File: config.mk
export PLATFORM = sky130hd
export DESIGN_NAME = reference_control_reg
export DESIGN_NICKNAME = d
export VERILOG_FILES = /design/src/pkg/refctl_pkg.sv /design/src/hw/reference_control_reg.sv /design/src/hw/ref_source_decode.sv
export SDC_FILE = /design/constraint.sdc
export NUM_CORES = 1
export LEC_CHECK = 0
export BUFFER_PORTS_ARGS = -buffer_cell sky130_fd_sc_hd__buf_2
export CORE_MARGIN = 5
export CORE_UTILIZATION = 41
export CTS_CLUSTER_SIZE = 12
export DETAILED_ROUTE_END_ITERATION = 10
export GPL_TIMING_DRIVEN = 1
export PLACE_DENSITY = 0.79
export REMOVE_ABC_BUFFERS = 1
export SYNTH_ARGS = -nofsm -noshare
export SYNTH_HDL_FRONTEND = slang
export SYNTH_SLANG_ARGS = --single-unit
File: constraint.sdc
create_clock -name core_clk -period 2 [get_ports core_clk]
set_input_delay 0.2 -clock core_clk [delete_from_list [all_inputs] [get_ports core_clk]]
set_output_delay 0.2 -clock core_clk [all_outputs]
set_load 0.05 [all_outputs]
File: src/pkg/refctl_pkg.sv
// Package: register map, field layout and encodings of the reference control
package refctl_pkg;

    // ------------------------------------------------------------------
    // Special-function register map
    // ------------------------------------------------------------------
    localparam logic [7:0] REFERENCE_CONTROL_ADDR = 8'hd1; // Any page
    localparam logic [7:0] REFERENCE_CONTROL_RESET = 8'h00;
    localparam logic [7:0] REFERENCE_CONTROL_WMASK = 8'h9f; // Bits 6:5 unused

    // ------------------------------------------------------------------
    // Field positions
    // ------------------------------------------------------------------
    localparam int REF_BUFFER_ENABLE_BIT = 0;
    localparam int ANALOG_BIAS_ENABLE_BIT = 1;
    localparam int TEMP_SENSOR_ENABLE_BIT = 2;
    localparam int REF_SOURCE_SELECT_BIT = 3;
    localparam int REGULATOR_REF_OVERRIDE_BIT = 4;
    localparam int BUFFER_GAIN_SELECT_BIT = 7;

    // ------------------------------------------------------------------
    // Converter reference source, one-hot towards the analog mux
    // ------------------------------------------------------------------
    typedef enum logic [2:0] {
        REF_FROM_PIN = 3'h1,
        REF_FROM_SUPPLY = 3'h2,
        REF_FROM_REGULATOR = 3'h4
    } ref_source_t;

endpackage : refctl_pkg

File: src/hw/reference_control_reg.sv
// Module: reference control special-function register and its outputs
`timescale 1ns/1ps
module reference_control_reg
    import refctl_pkg::*;
#(
    parameter int BIAS_USERS = 4 // Peripherals that may need the bias
)(
    input wire logic core_clk, // System clock
    input wire logic srst, // Synchronous reset, active high
    input wire logic [7:0] sfr_addr, // Special-function address
    input wire logic sfr_wr, // Write strobe, one cycle
    input wire logic sfr_rd, // Read strobe, one cycle
    input wire logic [7:0] sfr_wdata, // Write data
    output logic [7:0] sfr_rdata, // Read data, registered
    output logic sfr_hit, // Address decodes to this register
    input wire logic [BIAS_USERS-1:0] bias_request, // Peripheral enables
    output ref_source_t ref_source, // Converter reference choice
    output logic gain_double, // Buffer at 2x gain
    output logic ref_buffer_on, // Reference buffer drives pin
    output logic bias_on, // Bias generator powered
    output logic temp_sensor_on // Temperature sensor powered
);

    // ------------------------------------------------------------------
    // Elaboration checks
    // ------------------------------------------------------------------
    if (BIAS_USERS < 1) begin : g_chk
        $error("BIAS_USERS must be at least one");
    end

    // ------------------------------------------------------------------
    // Register state
    // ------------------------------------------------------------------
    logic [7:0] reference_control; // Stored writable bits
    logic [7:0] next_reference_control;
    logic [7:0] next_sfr_rdata;

    // Page selection is not an input: the register is on every page
    assign sfr_hit = (sfr_addr == REFERENCE_CONTROL_ADDR);

    // Next value of the register and read data
    always_comb begin
        next_reference_control = reference_control;
        next_sfr_rdata = sfr_rdata;
        if (sfr_wr && sfr_hit) begin
            // Unused bits dropped on write
            next_reference_control = sfr_wdata
                & REFERENCE_CONTROL_WMASK;
        end
        if (sfr_rd && sfr_hit) begin
            // Masked again so the unused bits can never leak out
            next_sfr_rdata = reference_control
                & REFERENCE_CONTROL_WMASK;
        end else if (sfr_rd) begin
            // Other addresses belong to other blocks; answer zero
            next_sfr_rdata = 8'h00;
        end
    end

    // Register update
    always_ff @(posedge core_clk) begin
        if (srst) begin
            reference_control <= REFERENCE_CONTROL_RESET;
            sfr_rdata <= 8'h00;
        end else begin
            reference_control <= next_reference_control;
            sfr_rdata <= next_sfr_rdata;
        end
    end

    // ------------------------------------------------------------------
    // Analog controls
    // ------------------------------------------------------------------
    ref_source_decode u_decode (
        .ref_source_select(reference_control[REF_SOURCE_SELECT_BIT]),
        .regulator_ref_override(reference_control[REGULATOR_REF_OVERRIDE_BIT]),
        .buffer_gain_select(reference_control[BUFFER_GAIN_SELECT_BIT]),
        .ref_source(ref_source),
        .gain_double(gain_double)
    );

    // Software should clear this when the reference is idle; not forced
    assign ref_buffer_on = reference_control[REF_BUFFER_ENABLE_BIT];
    // Sensor power follows its enable bit with no extra delay
    assign temp_sensor_on =
        reference_control[TEMP_SENSOR_ENABLE_BIT];
    // Any peripheral pulls the bias on without software help
    assign bias_on = reference_control[ANALOG_BIAS_ENABLE_BIT]
        | (|bias_request);
endmodule : reference_control_reg

File: src/hw/ref_source_decode.sv
// Module: decode of the converter reference source and buffer gain
`timescale 1ns/1ps
module ref_source_decode
    import refctl_pkg::*;
(
    input wire logic ref_source_select, // 0 pin, 1 supply
    input wire logic regulator_ref_override, // 1 forces regulator
    input wire logic buffer_gain_select, // 0 double, 1 unity
    output ref_source_t ref_source, // One-hot source choice
    output logic gain_double // High for 2x buffer gain
);

    // ------------------------------------------------------------------
    // Source priority
    // ------------------------------------------------------------------
    // Override wins so the select bit may be left untouched meanwhile
    always_comb begin
        if (regulator_ref_override) begin
            ref_source = REF_FROM_REGULATOR;
        end else if (ref_source_select) begin
            ref_source = REF_FROM_SUPPLY;
        end else begin
            ref_source = REF_FROM_PIN;
        end
    end

    // Gain bit is inverted: zero means double gain
    assign gain_double = ~buffer_gain_select;

endmodule : ref_source_decode

Yosys cells after proc, flatten, opt, wreduce, memory -nomap -nowiden
Index checks and enable logic that the tools add are counted.
{"block": "word_totals", "elab_cells": 13, "register_bits": 12, "input_bits": 24}
{"block": "op_classes", "n_bitwise": 2, "n_reduce_logical": 4, "eq_ne": 1, "n_mux": 4}
{"op": "2-to-1 mux 8 bit", "count": 2}
{"op": "equality test 8 bit, second input constant", "count": 1}
{"op": "OR reduction 4 bit", "count": 1}
{"op": "2-to-1 mux 3 bit", "count": 1}
{"op": "logical AND 1 bit", "count": 2}
{"op": "2-to-1 mux 2 bit", "count": 1}
{"op": "nonzero test 2 bit", "count": 1}
{"op": "NOT 1 bit", "count": 1}
{"op": "OR 1 bit", "count": 1}

Depth between registers and ports, before layout
{"block": "logic_depth", "ltp_word": 3, "ltp_mapped": 5, "mapped_depth_nobuf": 3}

Hierarchy
From an unflattened synthesis, not the netlist that was laid out.
{"block": "unflattened", "hier_cells": 67, "area_unflattened_um2": 614.3}
{"module": "reference_control_reg", "seq_area_each_um2": 240.2, "area_per_inst_um2": 585.6, "cells_per_inst": 63, "n_inst": 1}
{"module": "ref_source_decode", "seq_area_each_um2": 0.0, "area_per_inst_um2": 28.8, "cells_per_inst": 4, "n_inst": 1}

Least setup slack after synthesis
No wires, ideal clock.
{"block": "synth_timing", "kind": "register to output", "start": "register reference_control[3]", "end": "output port ref_source[1]", "arrival_time_ns": 1.063, "path_stages_with_launch": 2, "path_buffers": 0, "slack_ns": 0.737, "cell_sequence": "dfxtp_1 > nor2b_1"}
{"block": "synth_between", "elab_chain_len": 2}
{"item": "from (decl)", "line": "reference_control_reg.sv:34", "rtl": "logic [7:0] reference_control;"}
{"item": "from (signal assigned)", "line": "reference_control_reg.sv:66", "rtl": "reference_control <= next_reference_control;"}
{"item": "2-to-1 mux 2 bit", "line": "ref_source_decode.sv:20", "rtl": "end else if (ref_source_select) begin"}
{"item": "2-to-1 mux 3 bit", "line": "ref_source_decode.sv:18", "rtl": "if (regulator_ref_override) begin"}
{"item": "to (decl)", "line": "reference_control_reg.sv:17", "rtl": "output ref_source_t ref_source,"}
No other way between the ends.

Worst setup path after layout
{"block": "layout_timing", "start": "input port sfr_addr[1]", "end": "output port sfr_hit"}
{"block": "layout_between", "elab_chain_len": 1}
{"item": "from (decl)", "line": "reference_control_reg.sv:10", "rtl": "input wire logic [7:0] sfr_addr,"}
{"item": "equality test 8 bit", "line": "reference_control_reg.sv:39", "rtl": "assign sfr_hit = (sfr_addr == REFERENCE_CONTROL_ADDR);"}
{"item": "to (decl)", "line": "reference_control_reg.sv:15", "rtl": "output logic sfr_hit,"}
No other way between the ends.

==> implementation parameters <==
Parameter                              Value

Final layout
  Most common cell after layout, fill and taps aside    sky130_fd_sc_hd__buf_2
  Cell area after layout    797 µm²
  Number of inserted filler cells in the final layout    132
  Footprint of the multi-input gates    315 µm²
  Diode insertion count for antenna repair    0
  Combined flip-flop and latch cell area    240 µm²
  Leading cell types in the layout, fill and taps excluded    sky130_fd_sc_hd__buf_2, sky130_fd_sc_hd__nand2b_1, sky130_fd_sc_hd__dfxtp_1
  Layout area overhead    31.6%
  Net count, final    125
  Proportion of layout cells with a drive suffix above 1    42.0%

Pwr
  Switching Fraction    23.0%
  Internal Pwr Total    0.000374 W
  Leakage power total    0.359 nW
  P_sw    0.000111 W
  Power density relative to cell area    609 nW/µm²
  Flop pwr share    49.2%
  Combinational share of power    11.1%
  Clock network power share    39.7%
  Max IR drop VDD    0.247 mV

Run status
  Status    completed

Drt
  Number of vias in the routed layout    586
  DRC marker count from the first detailed-route iteration    11
  Routed via count divided by cell count    5.10
  Total Wirelength    1.43 mm
  Detailed-routing iteration count for the pre-antenna-repair pass    4
  Total DRC errors in the routed layout    0
  Antenna Violating Nets Remaining    0
  Routed wire length per instance    12.4 µm

Clock tree
  Number of sinks driven by the clock tree    12
  Number of buffers created by CTS    3
  CTS tree    done
  Max Buffers Root-to-Sink    2
  Source-to-sink clock delay at the later pin of the worst-skew pair    0.27 ns
  Post-cts repair resize count    0
  Cell at the root of the clock tree    sky130_fd_sc_hd__clkbuf_4
  Setup Fix Bufs, Post-CTS    0
  Clk pin slew, worst setup/hold paths    0.07 ns
  H-tree depth reported by CTS    1
  CTS Hold Buffers Added    0

Synthesis
  Warning count from the yosys run    0
  Syn_area_per_cell    9.04 µm²
  Post-synthesis instance area    606 µm²
  Unique masters post-synth    20
  Number of cells produced by synthesis    67
  Yosys reg bits    12
  Seq/Total Area, Yosys    39.7%

Floorplanning
  Initial core utilization    44.9%
  Die W    48.4 µm
  Std cell rows    13
  Die extent in y    48.4 µm
  Core outline area    1350 µm²
  Num ports    40
  Die footprint    2350 µm²

Critical path
  Cell type with the highest occurrence count on the critical path    sky130_fd_sc_hd__buf_2
  Req. time, crit path    1.80 ns
  Data arrival time of the worst path    1.15 ns
  Reg2Reg Setup Slack    1.27 ns
  Delay of the slowest cell on the worst path    0.41 ns
  Top fanout value on the critical path    9
  Count of buffering cells on the critical path with inverters included    2
  Cell chain of the critical path    buf_2 > and4b_1 > and2_2 > buf_2
  Kind of start point of the critical path    input port
  Crit Path Category    in -> out
  Slowest cell on the critical path    sky130_fd_sc_hd__and4b_1
  Startpoint of the most critical register-to-register path    reference_control[4]
  Nature of the critical path endpoint    primary output
  End of the worst register-to-register path    sfr_rdata[4]
  Number of cells traversed by the worst register-to-register path    2
  Top Family by Delay on Critical Path    simple AND/OR/NAND/NOR gates

Global route
  Number of antenna violations at the first check in global routing    0
  Residual overflow from global routing    0
  Vias in the first global route    522
  Maximum number of pins on one net before global-route repair    19
  Global router's overall resource usage    12.1%
  First-pass GRT wire length    2.30 mm

Placed design
  Routability Congestion    0.759
  Count of input and output buffers    35
  Setup Slack @ Placement    0.496 ns
  Placed Instance Area    761 µm²

Timing
  Final hold vios    0
  Fin crit share    67.3%
  Hold WS    0.179 ns
  PnR worst setup slack    0.654 ns
  Final Max Slew Viols    0
  Clock skew after layout    0.00253 ns
  FMAX    743 MHz
  Total Neg Setup Slack    0 ns
  Setup repair after global routing missed its margin    false
  Min Clock Period, post-route    1.35 ns
  Final setup violating endpoints    0

Run
  # Max-Cap Violations    0

Min path
  WHS Endpoint    reference_control[0]
  Type of the most critical hold path    in -> reg
  Worst hold path depth    3
  Source of the worst hold timing path    sfr_wdata[0]
[through the flow]
stage	cells	util, %	total power, W
floorplan	60	-	0.000269
finish	115	59.0	0.000486
global placement	111	56.3	0.000298
global route	115	59.0	0.000507
detailed placement	111	56.3	0.000298
CTS	115	59.0	0.000494
[worst reg2reg max path, cell delays in order (launching register included)]
cell	delay, ns
sky130_fd_sc_hd__dfxtp_1	0.39
sky130_fd_sc_hd__nand4_1	0.09
sky130_fd_sc_hd__a21oi_1	0.18
[final cells by class]
class,count,share of cell area (%)
timing repair buffer,36,22.9
inverter,1,0.471
clock buffer,4,4.55
sequential,12,30.1
tap,15,2.35
multi-input combinational,47,39.6
[synthesized netlist by cell type (all sizes together)]
library cell,instances,share of area (%)
dfxtp,12,40
nor4b,1,3.9
nand2,1,0.62
nor3,1,0.83
buf,5,6.4
a21oi,6,5.0
nand4,7,7.2
and4b,1,1.7
nand2b,16,17
mux2i,5,8.3
and2,1,1.2
inv,1,0.62
o31ai,1,1.2
nor2,2,1.2
and3,1,1.0
conb,1,0.62
nor2b,2,2.1
clkbuf,3,1.9
[how the worst max path moves through the flow]
| stage | from | end | slack (ns) | cells past startpoint |
|---|---|---|---|---|
| 6_report | sfr_addr[1] | sfr_hit | 0.65 | 4 |
| 5_1_grt | sfr_addr[3] | sfr_hit | 0.59 | 4 |
| 4_1_cts | sfr_addr[1] | sfr_hit | 0.65 | 4 |
| 3_5_place_dp | sfr_addr[1] | reference_control[1] | 0.50 | 4 |
| 3_3_place_gp | sfr_addr[1] | reference_control[3] | 0.58 | 4 |
| 2_1_floorplan | reference_control[4] | ref_source[1] | 0.54 | 1 |
[per-layer routing]
metal / GRT usage (%) / up-vias / wire [µm]
li1: - / 289 / -
met1: 12.9 / 268 / 542
met2: 18.5 / 25 / 687
met3: 4.89 / 4 / 151
met4: 9.68 / 0 / 44
met5: 0 / - / 0
[power groups by stage]
stage	logic (W)	clock network [W]	registers [W]
final	0.0000540	0.000193	0.000239
after detailed placement	0.0000538	0	0.000245
after global placement	0.0000531	0	0.000245
after global routing	0.0000580	0.000210	0.000239
after CTS	0.0000541	0.000201	0.000239
after floorplan	0.0000239	0	0.000245
[cells by family after synthesis]
| group | Yosys count | synth area share (%) |
|---|---|---|
| DFF | 12 | 39.7 |
| buffers and inverters | 9 | 8.88 |
| muxes | 5 | 8.26 |
| other | 1 | 0.619 |
| and+or+nand+nor | 33 | 36.4 |
| AOI/OAI and AO/OA | 7 | 6.20 |
Power figures use the tool's default switching activity.
